`config.mk`:
```
export PLATFORM = sky130hd
export DESIGN_NAME = token_capture
export DESIGN_NICKNAME = d
export VERILOG_FILES = /design/src/core/axil_regs_port.v /design/src/core/token_capture.v
export VERILOG_INCLUDE_DIRS = /design/src /design/src/inc
export SDC_FILE = /design/constraint.sdc
export NUM_CORES = 1
export LEC_CHECK = 0
export ABC_AREA = 1
export BUFFER_PORTS_ARGS = -buffer_cell sky130_fd_sc_hd__clkbuf_2
export CAP_MARGIN = 20
export CORE_ASPECT_RATIO = 0.75
export CORE_MARGIN = 1
export CORE_UTILIZATION = 56
export DETAILED_ROUTE_END_ITERATION = 12
export PLACE_DENSITY_LB_ADDON = 0.2
export SETUP_SLACK_MARGIN = 0.05
export SYNTH_ARGS = -nofsm -noshare
export SYNTH_HDL_FRONTEND = slang
export SYNTH_SLANG_ARGS = --single-unit
export TNS_END_PERCENT = 5
```
`constraint.sdc`:
```
create_clock -name aclk -period 3.8 [get_ports aclk]
set_input_delay 1.14 -clock aclk [delete_from_list [all_inputs] [get_ports aclk]]
set_output_delay 1.14 -clock aclk [all_outputs]
set_load 0.005 [all_outputs]
```
`src/inc/token_capture_defines.vh`:
```
// constants for the token capture block: register map, fields, symbols, states
// assumes a byte-wide ring symbol stream with a per-bit code violation mask
`ifndef TOKEN_CAPTURE_DEFINES_VH
`define TOKEN_CAPTURE_DEFINES_VH

// ==========================================================================
// register map (byte addresses)
`define OFS_CTRL 4'h0
`define OFS_STATUS 4'h4
`define OFS_COUNT 4'h8

// ==========================================================================
// control register fields
`define CTRL_EN_BIT 0
`define CTRL_AP_LSB 4
`define CTRL_AP_MSB 6
`define CTRL_RESET 32'h0000_0000

// status register fields
`define STAT_STATE_LSB 0
`define STAT_STATE_MSB 3
`define STAT_FALSE_BIT 8
`define STAT_PR_LSB 12
`define STAT_PR_MSB 14

// ==========================================================================
// access control byte layout
`define AC_PI_MSB 7
`define AC_PI_LSB 5
`define AC_TI_BIT 4
`define AC_MC_BIT 3
`define AC_PR_MSB 2
`define AC_PR_LSB 0

// ==========================================================================
// delimiter symbols: data bits and code violation mask
`define SD_DATA 8'h48
`define SD_CV 8'hd8
`define ED_DATA 8'h6c
`define ED_CV 8'hd8
`define ED_CMP_MASK 8'hfc
`define NO_CV 8'h00

// ==========================================================================
// transmit token control states
`define ST_IDLE 4'h0
`define ST_AC 4'h1
`define ST_CHK 4'h2
`define ST_SEND 4'h3
`define ST_EDO 4'h4
`define ST_TSD 4'h5
`define ST_TAC 4'h6
`define ST_TED 4'h7
`define ST_ABORT 4'h8

`endif

```
`src/core/axil_regs_port.v`:
```
// axi4-lite slave front end: handshakes one write and one read at a time
// assumes the parent supplies rd_word combinationally from rd_addr
`timescale 1ns/10ps
module axil_regs_port
(
    input wire aclk,
    input wire aresetn,
    input wire [3:0] awaddr,
    input wire awvalid,
    output reg awready,
    input wire [31:0] wdata,
    input wire [3:0] wstrb,
    input wire wvalid,
    output reg wready,
    output reg bvalid,
    output wire [1:0] bresp,
    input wire bready,
    input wire [3:0] araddr,
    input wire arvalid,
    output reg arready,
    output reg rvalid,
    output reg [31:0] rdata,
    output wire [1:0] rresp,
    input wire rready,
    output reg wr_en,
    output reg [3:0] wr_addr,
    output reg [31:0] wr_data,
    output reg [3:0] wr_strb,
    output reg [3:0] rd_addr,
    input wire [31:0] rd_word
);

reg aw_full_q;
reg w_full_q;
reg rd_pend_q;

assign bresp = 2'h0;
assign rresp = 2'h0;

// ==========================================================================
// write channel
always @(posedge aclk)
begin
    if (!aresetn)
    begin
        awready <= 1'b1;
        wready <= 1'b1;
        bvalid <= 1'b0;
        aw_full_q <= 1'b0;
        w_full_q <= 1'b0;
        wr_en <= 1'b0;
        wr_addr <= 4'h0;
        wr_data <= 32'h0000_0000;
        wr_strb <= 4'h0;
    end
    else
    begin
        wr_en <= 1'b0;
        if (awvalid && awready)
        begin
            wr_addr <= awaddr;
            aw_full_q <= 1'b1;
            awready <= 1'b0;
        end
        if (wvalid && wready)
        begin
            wr_data <= wdata;
            wr_strb <= wstrb;
            w_full_q <= 1'b1;
            wready <= 1'b0;
        end
        if (aw_full_q && w_full_q && !bvalid)
        begin
            wr_en <= 1'b1;
            bvalid <= 1'b1;
            aw_full_q <= 1'b0;
            w_full_q <= 1'b0;
        end
        if (bvalid && bready)
        begin
            bvalid <= 1'b0;
            awready <= 1'b1;
            wready <= 1'b1;
        end
    end
end

// ==========================================================================
// read channel
always @(posedge aclk)
begin
    if (!aresetn)
    begin
        arready <= 1'b1;
        rvalid <= 1'b0;
        rdata <= 32'h0000_0000;
        rd_addr <= 4'h0;
        rd_pend_q <= 1'b0;
    end
    else
    begin
        if (arvalid && arready)
        begin
            rd_addr <= araddr;
            arready <= 1'b0;
            rd_pend_q <= 1'b1;
        end
        if (rd_pend_q)
        begin
            rdata <= rd_word;
            rvalid <= 1'b1;
            rd_pend_q <= 1'b0;
        end
        if (rvalid && rready)
        begin
            rvalid <= 1'b0;
            arready <= 1'b1;
        end
    end
end

endmodule

```
`src/core/token_capture.v`:
```
// transmit token control: captures a token for a queued frame on a byte ring stream
// assumes ring bytes and queue bytes come from logic on aclk, rx_valid at most every 2nd cycle
//
// Behaviour
// - frame queued: watch stream for starting delimiter
// - violated priority indicator: ignore, await next delimiter
// - indicator above access priority: reserve, repeat
// - indicator not above priority: send token bit one
// - token bit one: reserve only, no transmit
// - token bit zero: monitor bit zero, send frame
// - byte after access byte not end: abort
// - reserve only if priority exceeds reservation
// - eight priority levels, zero lowest, seven highest
// - new token issued: enable priority stacking logic
`timescale 1ns/10ps
`include "token_capture_defines.vh"
module token_capture
(
    input wire aclk,
    input wire aresetn,
    input wire [3:0] s_axi_awaddr,
    input wire s_axi_awvalid,
    output wire s_axi_awready,
    input wire [31:0] s_axi_wdata,
    input wire [3:0] s_axi_wstrb,
    input wire s_axi_wvalid,
    output wire s_axi_wready,
    output wire [1:0] s_axi_bresp,
    output wire s_axi_bvalid,
    input wire s_axi_bready,
    input wire [3:0] s_axi_araddr,
    input wire s_axi_arvalid,
    output wire s_axi_arready,
    output wire [31:0] s_axi_rdata,
    output wire [1:0] s_axi_rresp,
    output wire s_axi_rvalid,
    input wire s_axi_rready,
    input wire rx_valid,
    input wire [7:0] rx_byte,
    input wire [7:0] rx_cv,
    output reg tx_valid,
    output reg [7:0] tx_byte,
    output reg [7:0] tx_cv,
    input wire fr_valid,
    input wire [7:0] fr_data,
    input wire fr_last,
    output reg fr_take,
    output reg prio_enable
);

// ==========================================================================
// register access
wire wr_en;
wire [3:0] wr_addr;
wire [31:0] wr_data;
wire [3:0] wr_strb;
wire [3:0] rd_addr;
reg [31:0] rd_word;

reg en_q;
reg [2:0] ap_q;
reg false_q;
reg [15:0] count_q;
reg [3:0] state_q;
reg [2:0] pi_q;
reg [2:0] pr_q;
reg [2:0] pr_last_q;

axil_regs_port u_port
(
    .aclk(aclk),
    .aresetn(aresetn),
    .awaddr(s_axi_awaddr),
    .awvalid(s_axi_awvalid),
    .awready(s_axi_awready),
    .wdata(s_axi_wdata),
    .wstrb(s_axi_wstrb),
    .wvalid(s_axi_wvalid),
    .wready(s_axi_wready),
    .bvalid(s_axi_bvalid),
    .bresp(s_axi_bresp),
    .bready(s_axi_bready),
    .araddr(s_axi_araddr),
    .arvalid(s_axi_arvalid),
    .arready(s_axi_arready),
    .rvalid(s_axi_rvalid),
    .rdata(s_axi_rdata),
    .rresp(s_axi_rresp),
    .rready(s_axi_rready),
    .wr_en(wr_en),
    .wr_addr(wr_addr),
    .wr_data(wr_data),
    .wr_strb(wr_strb),
    .rd_addr(rd_addr),
    .rd_word(rd_word)
);

always @*
begin
    rd_word = 32'h0000_0000;
    case (rd_addr)
        `OFS_CTRL:
        begin
            rd_word[`CTRL_EN_BIT] = en_q;
            rd_word[`CTRL_AP_MSB:`CTRL_AP_LSB] = ap_q;
        end
        `OFS_STATUS:
        begin
            rd_word[`STAT_STATE_MSB:`STAT_STATE_LSB] = state_q;
            rd_word[`STAT_FALSE_BIT] = false_q;
            rd_word[`STAT_PR_MSB:`STAT_PR_LSB] = pr_last_q;
        end
        `OFS_COUNT:
        begin
            rd_word[15:0] = count_q;
        end
        default:
        begin
            rd_word = 32'h0000_0000;
        end
    endcase
end

wire ctrl_wr = wr_en && (wr_addr == `OFS_CTRL) && wr_strb[0];
wire false_clr = wr_en && (wr_addr == `OFS_STATUS) && wr_strb[1] && wr_data[`STAT_FALSE_BIT];

// ==========================================================================
// received byte decode
wire [2:0] rx_pi = rx_byte[`AC_PI_MSB:`AC_PI_LSB];
wire rx_ti = rx_byte[`AC_TI_BIT];
wire [2:0] rx_pr = rx_byte[`AC_PR_MSB:`AC_PR_LSB];
wire pi_bad = |rx_cv[`AC_PI_MSB:`AC_PI_LSB];
wire is_sd = (rx_byte == `SD_DATA) && (rx_cv == `SD_CV);
wire is_ed = ((rx_byte & `ED_CMP_MASK) == `ED_DATA) && (rx_cv == `ED_CV);
wire queued = en_q && fr_valid;
// reservation raised only by a strictly higher access priority
wire [2:0] pr_upd = (ap_q > rx_pr) ? ap_q : rx_pr;
wire [7:0] ac_resv = {rx_byte[7:3], pr_upd};
wire [7:0] ac_grab = {rx_pi, 1'b1, 1'b0, 3'h0};
wire [7:0] ac_token = {pi_q, 1'b0, 1'b0, pr_q};

// ==========================================================================
// transmit token control
always @(posedge aclk)
begin
    if (!aresetn)
    begin
        state_q <= `ST_IDLE;
        tx_valid <= 1'b0;
        tx_byte <= 8'h00;
        tx_cv <= 8'h00;
        fr_take <= 1'b0;
        prio_enable <= 1'b0;
        pi_q <= 3'h0;
        pr_q <= 3'h0;
        pr_last_q <= 3'h0;
        count_q <= 16'h0000;
        false_q <= 1'b0;
        en_q <= 1'b0;
        ap_q <= 3'h0;
    end
    else
    begin
        tx_valid <= rx_valid;
        fr_take <= 1'b0;
        prio_enable <= 1'b0;
        if (ctrl_wr)
        begin
            en_q <= wr_data[`CTRL_EN_BIT];
            ap_q <= wr_data[`CTRL_AP_MSB:`CTRL_AP_LSB];
        end
        if (false_clr)
        begin
            false_q <= 1'b0;
        end
        if (rx_valid)
        begin
            tx_byte <= rx_byte;
            tx_cv <= rx_cv;
            case (state_q)
                `ST_IDLE:
                begin
                    if (queued && is_sd)
                    begin
                        state_q <= `ST_AC;
                    end
                end
                `ST_AC:
                begin
                    pr_last_q <= rx_pr;
                    if (pi_bad)
                    begin
                        state_q <= `ST_IDLE;
                    end
                    else if (rx_pi > ap_q)
                    begin
                        tx_byte <= ac_resv;
                        state_q <= `ST_IDLE;
                    end
                    else if (rx_ti)
                    begin
                        tx_byte <= ac_resv;
                        state_q <= `ST_IDLE;
                    end
                    else
                    begin
                        tx_byte <= ac_grab;
                        pi_q <= rx_pi;
                        pr_q <= rx_pr;
                        state_q <= `ST_CHK;
                    end
                end
                `ST_CHK:
                begin
                    if (is_ed)
                    begin
                        tx_byte <= fr_data;
                        tx_cv <= `NO_CV;
                        fr_take <= 1'b1;
                        count_q <= count_q + 16'h0001;
                        state_q <= fr_last ? `ST_EDO : `ST_SEND;
                    end
                    else
                    begin
                        tx_byte <= `SD_DATA;
                        tx_cv <= `SD_CV;
                        false_q <= 1'b1;
                        state_q <= `ST_ABORT;
                    end
                end
                `ST_SEND:
                begin
                    tx_byte <= fr_data;
                    tx_cv <= `NO_CV;
                    fr_take <= 1'b1;
                    if (fr_last)
                    begin
                        state_q <= `ST_EDO;
                    end
                end
                `ST_EDO:
                begin
                    tx_byte <= `ED_DATA;
                    tx_cv <= `ED_CV;
                    state_q <= `ST_TSD;
                end
                `ST_TSD:
                begin
                    tx_byte <= `SD_DATA;
                    tx_cv <= `SD_CV;
                    state_q <= `ST_TAC;
                end
                `ST_TAC:
                begin
                    tx_byte <= ac_token;
                    tx_cv <= `NO_CV;
                    state_q <= `ST_TED;
                end
                `ST_TED:
                begin
                    tx_byte <= `ED_DATA;
                    tx_cv <= `ED_CV;
                    prio_enable <= 1'b1;
                    state_q <= `ST_IDLE;
                end
                `ST_ABORT:
                begin
                    tx_byte <= `ED_DATA;
                    tx_cv <= `ED_CV;
                    state_q <= `ST_IDLE;
                end
                default:
                begin
                    state_q <= `ST_IDLE;
                end
            endcase
        end
    end
end

endmodule

```
=== Word-level counts from Yosys, hierarchy flattened ===
Cells that the tools add are included.

* Register bits after elaboration: 97
* Input port bits: 78
* Output and inout port bits: 60
* Word-level logic and storage cells: 116

* Add/subtract/negate cells: 1
* Order comparisons: 2
* Equality and inequality tests: 16
* Mux-type cells: 33
* Bitwise operators: 4
* Reduce and logical (&&, ||, !) cells: 33

{| class="wikitable"
|+ Operators by type and width
! kind !! number
|-
| $pmux 8 s6 || 1
|-
| $pmux 4 s7 || 1
|-
| $eq 4x3->1 const B || 6
|-
| $pmux 8 s3 || 1
|-
| $pmux 3 s2 || 3
|-
| $add 16x1->16 const B || 1
|-
| $logic_and 1x1->1 || 16
|-
| $mux 4 || 4
|-
| $mux 8 || 2
|-
| $logic_not 4->1 || 3
|-
| $mux 1 || 10
|-
| $mux 5 || 2
|-
| $reduce_or 2->1 || 5
|-
| $mux 3 || 3
|-
| $eq 4x2->1 const B || 2
|-
| $eq 4x4->1 const B || 2
|-
| $eq 8x7->1 const B || 1
|-
| $eq 8x8->1 const B || 1
|-
| $eq 6x5->1 const B || 1
|-
| $gt 3x3->1 || 2
|-
| $mux 2 || 3
|-
| $reduce_and 3->1 || 2
|-
| $reduce_or 3->1 || 2
|-
| $reduce_and 5->1 || 1
|-
| other kinds (8) || 14
|}

=== Longest topological paths before layout ===
* Depth in word-level cells: 8
* Gate-level depth with buffers: 12

=== Hierarchy ===
From an unflattened synthesis, not the netlist that was laid out.

* Cell total of the unflattened synthesis: 931
* Area, all modules: 6,356.1 µm²

{| class="wikitable"
|+ Modules (own cells, without submodules)
! module !! times used !! cells an instance !! area an instance (µm²)
|-
| axil_regs_port || 1 || 457 || 3,223.1
|-
| token_capture || 1 || 474 || 3,133.0
|}

=== Worst setup path after synthesis ===
OpenSTA, ideal clock, no wires.

* Kind: input-to-reg
* Start: input rx_byte[2]
* End: register tx_byte[2]
* Arrival time: 2.157 ns
* Data required time: 3.668 ns
* Slack: 1.511 ns
* Stages: 12
* Path through: inv_1 ha_1 nand2_1 nor2_1 nor2_1 nand2_1 nand2_1 nand2_1 nand2_1 nand3_1 nand2_1 a21oi_1

* Cells in the longest elaborated chain, start to end: 6

{| class="wikitable"
|+ Ends and longest elaborated chain
! what !! RTL line !! source
|-
| start, declared || token_capture.v:39 || <nowiki>input wire [7:0] rx_byte,</nowiki>
|-
| $gt 3x3->1 || token_capture.v:137 || <nowiki>wire [2:0] pr_upd = (ap_q > rx_pr) ? ap_q : rx_pr;</nowiki>
|-
| $mux 3 || token_capture.v:137 ||
|-
| $mux 4 || token_capture.v:200 || <nowiki>else if (rx_ti)</nowiki>
|-
| $mux 5 || token_capture.v:195 || <nowiki>else if (rx_pi > ap_q)</nowiki>
|-
| $mux 5 || token_capture.v:191 || <nowiki>if (pi_bad)</nowiki>
|-
| $pmux 8 s6 * || token_capture.v:180 || <nowiki>case (state_q)</nowiki>
|-
| end signal, assigned || token_capture.v:178 || <nowiki>tx_byte <= rx_byte;</nowiki>
|-
| end signal, assigned || token_capture.v:197 || <nowiki>tx_byte <= ac_resv;</nowiki>
|-
| end signal, assigned || token_capture.v:202 || <nowiki>tx_byte <= ac_resv;</nowiki>
|-
| end, declared || token_capture.v:42 || <nowiki>output reg [7:0] tx_byte,</nowiki>
|}

Every way passes the cells marked *; elsewhere a longest branch is shown, timed or not.
A chain may end at the register's enable or synchronous reset.

=== Worst setup path after layout ===
* Start: input rx_cv[0]
* End: register count_q[7]

* Cells in the longest elaborated chain, start to end: 3

{| class="wikitable"
|+ Ends and longest elaborated chain
! what !! RTL line !! source
|-
| start, declared || token_capture.v:40 || <nowiki>input wire [7:0] rx_cv,</nowiki>
|-
| $eq 8x8->1 (no source line) || n/a ||
|-
| $logic_and 1x1->1 || token_capture.v:134 || <nowiki>wire is_ed = ((rx_byte & `ED_CMP_MASK) == `ED_DATA) && (rx_cv == `ED_CV);</nowiki>
|-
| $reduce_and 3->1 (no source line) || n/a ||
|-
| end signal, assigned || token_capture.v:220 || <nowiki>count_q <= count_q + 16'h0001;</nowiki>
|-
| end, declared || token_capture.v:63 || <nowiki>reg [15:0] count_q;</nowiki>
|}

No other way between the ends.

==> results by group <==
Hold path
  – Hold endpoint: pr_q[0]
  – Hold Crit Start: pr_q[0]
  – Hold path cells: 2
  – Hold Path Class: reg -> reg

Clock tree
  – CTS Buf Count: 9
  – CTS root buf: clkbuf_8
  – Clock Latency Late Sink: 360 ps
  – Post-cts sizing count: 0
  – Clock transition at path regs: 100 ps
  – TritonCTS Sinks: 93
  – Post CTS Setup Buffer Count: 0
  – Hold Buf Count CTS: 0
  – H-tree Lvls: 3
  – CTS tree: built
  – CTS Buffer Depth: 2

STA
  – Measured slew at the worst slew-check pin: around 860 ps
  – Final Hold Fails: 0
  – Worst Skew: between 8 and 9 ps
  – Final worst slack: 1250 ps
  – Relative slew slack: 42.8%
  – Slew Limit Fails: 0
  – Post-layout min period: about 2600 ps
  – Post-route setup TNS: 0 ps
  – Hold_ws: 469 ps
  – # setup viols final: 0
  – RSZ-0062 raised after global routing: no
  – Fmax: 392 MHz
  – Period utilization: 67.2%

Final layout
  – Antenna diodes: 0
  – Register area: 1860 sq um
  – Area Overhead vs Synth: 13.0%
  – Fillers: 752
  – Footprint of the multi-input gates: 2180 sq um
  – Nets: 810
  – Layout cell share with drive strength beyond 1: 17.4%

Synth
  – Asr flop ratio synth: 0%
  – Post-synth EDFFs: 0
  – Largest area contributor in the netlist: dfxtp_1
  – Xor-xnor portion of the synthesized cell area: 1.15%
  – Synth Flop Type: dfxtp_1
  – Post-synth top cells: 113 x nand2_1, 93 x dfxtp_1, 82 x inv_1
  – Post-synthesis register bit count: 93
  – Synth Area in Adders: 1.92%
  – Top cell type's share of synthesized area: between 40 and 50%
  – Most common cell in the netlist: nand2_1
  – Synth cell types: 34
  – Syn Inst Count: 644
  – Mux cell area share after synthesis: 0%
  – YS warnings: 0
  – Post-synthesis area per instance: 7.07 sq um
  – Seq/Total Area, Yosys: 40.9%
  – Ranking of synthesized cells by area: dfxtp_1 41%, nand2_1 9.3%, o21ai_0 6.8%
  – Simple-gate share of the synthesized area: 26.1%
  – Combinational family with the most area after synthesis: simple AND/OR/NAND/NOR gates
  – Mapped Area: 4560 sq um
  – Compound-gate portion of the synthesized area: 17.1%

Power
  – Internal power: between 1000 and 1500 uW
  – Logic pwr share: 13.0%
  – Sw Share: 29.3%
  – Max VDD drop: 225 uV
  – Reg power frac: a little over half
  – Clock Power Share: between 30% and 40%
  – Power density over the cells: about 380 nW/um^2
  – Leakage: 0.00234 uW
  – Sw Pwr: 566 uW

GRT
  – Initial antenna violation count: 0
  – Maximum number of pins on one net before global-route repair: 38
  – GRT overflow: 0
  – First-pass GRT wire length: 18100 um
  – Vias in the first global route: 3855
  – Total track usage: 27.1%

Floorplan
  – Die height: 80.1 um
  – # rows: 28
  – Core area: 7880 sq um
  – Die Area: roughly 8500 sq um
  – Initial core utilization: between 50% and 60%
  – Die width: 106 um
  – I/O pin total: 138

Worst setup path
  – Critical Path AT: ~2900 ps
  – CP required: a little over 4000 ps
  – R2r startpoint: state_q[1]
  – Most common cell on crit path: nor2_1
  – CP max stage delay: 450 ps
  – Max stage delay cell, worst path: nor2_2
  – FF-to-FF End: count_q[7]
  – Reg2Reg Depth: 8
  – Crit path launch type: input port
  – Critical Path Sink Type: register
  – R2R setup slack: roughly 1700 ps
  – Critical path class: in -> reg
  – Critical path, cell by cell: clkbuf_2 -> nor2_1 -> nand3_1 -> nor2_1 -> nand3_2 -> nor2_2 -> nand2_1 -> o21ai_0 -> nand2_1 -> nor2_1
  – Worst-path maximum fanout: 11

Placement
  – IO buf count: 88
  – RePlAce Congestion: 0.888
  – DP Wirelength: 8450 um
  – Place WS: 944 ps

Route
  – Via count: 4330
  – Routed vias/inst: 5.19
  – DR WL/cell: 13.3 um
  – Wirelength, routed: 11100 um
  – Pre-Repair DR Iteration Count: 6
  – ANT nets after route: 0
  – Drc violations: 0
  – 1st-iter DRT viols: around 350

Run
  – Max-Cap Viols: 0

Status
  – Status: finished clean
==> cells in the final DEF, fill, tap and decap left out, types with 9 or more instances in the layout <==
cell type / instances
inv_1: 82
conb_1: 20
nor2_1: 77
clkbuf_8: 9
a21oi_1: 56
nand2_1: 113
o221ai_1: 10
o21ai_0: 62
nand3_1: 37
nor3_1: 15
dfxtp_1: 93
clkbuf_2: 88
==> how the worst max path moves through the flow <==
stage,from,endpoint,slack [ps],depth (start not counted)
after floorplan,rx_byte[2],tx_byte[2],1510,12
after global placement,rx_cv[0],count_q[7],930,10
after detailed placement,rx_cv[0],count_q[7],940,10
after CTS,rx_cv[0],count_q[7],1300,10
after global routing,rx_cv[0],count_q[7],1060,10
final,rx_cv[0],count_q[7],1250,10
==> power groups by stage <==
stage          Combinational [uW]  Clock [uW]  Sequential (uW)
2_1_floorplan                 173           0             1070
3_3_place_gp                  243           0             1070
3_5_place_dp                  249           0             1080
4_1_cts                       250         636             1050
5_1_grt                       287         674             1060
6_report                      251         626             1050
==> metrics by stage <==
stage | utilization [%] | cells | total power [uW] | area, sq um
final | 65.3 | 835 | 1930 | 5150
after global routing | 65.3 | 835 | 2020 | 5150
after CTS | 65.3 | 835 | 1940 | 5150
after detailed placement | 63.0 | 819 | 1320 | 4970
after global placement | 63.0 | 819 | 1320 | 4970
after floorplan | - | 663 | 1240 | 4630
==> critical path, delay by kind of cell <==
family | cells | cell delay [ps]
and+or+nand+nor | 8 | 1420
AOI/OAI and AO/OA | 1 | 210
buffers and inverters | 1 | 90
==> area by class of cell <==
type / count / area share (%)
tap: 105 / 2.55
clock inverter: 7 / 1.12
clock buffer: 9 / 2.41
timing repair buffer: 91 / 8.99
multi-input combinational: 443 / 42.4
inverter: 87 / 6.34
sequential: 93 / 36.2
==> routing by layer <==
| metal | global-route usage (%) | up-vias | routed length [um] | part of all wire [%] |
|---|---|---|---|---|
| li1 | - | 2227 | - | - |
| met1 | 38.2 | 1905 | 5370 | 49 |
| met2 | 42.6 | 180 | 4710 | 43 |
| met3 | 4.71 | 18 | 822 | 7.4 |
| met4 | 7.36 | 0 | 155 | 1.4 |
| met5 | 0 | - | 0 | 0 |
==> sequential cells by signal (all words and copies together), names as in the netlist, 2 cells and up <==
signal          flops
tx_cv               8
pr_q                3
u_port.wr_data      5
u_port.rd_addr      4
u_port.wr_strb      2
state_q             4
ap_q                3
u_port.rdata       16
tx_byte             8
pr_last_q           3
u_port.wr_addr      4
count_q            16
pi_q                3
==> cell families (layout without fill, tap and decap cells) <==
family / after synthesis / count (layout)
AND/OR/NAND/NOR: 269 / 269
AO/OA/AOI/OAI: 141 / 141
buffers and inverters: 127 / 194
flip-flops: 93 / 93
adder cells (fa/ha/maj): 7 / 7
XOR/XNOR: 6 / 6
other: 1 / 20
Note: power is estimated with default switching activity, not from simulation.
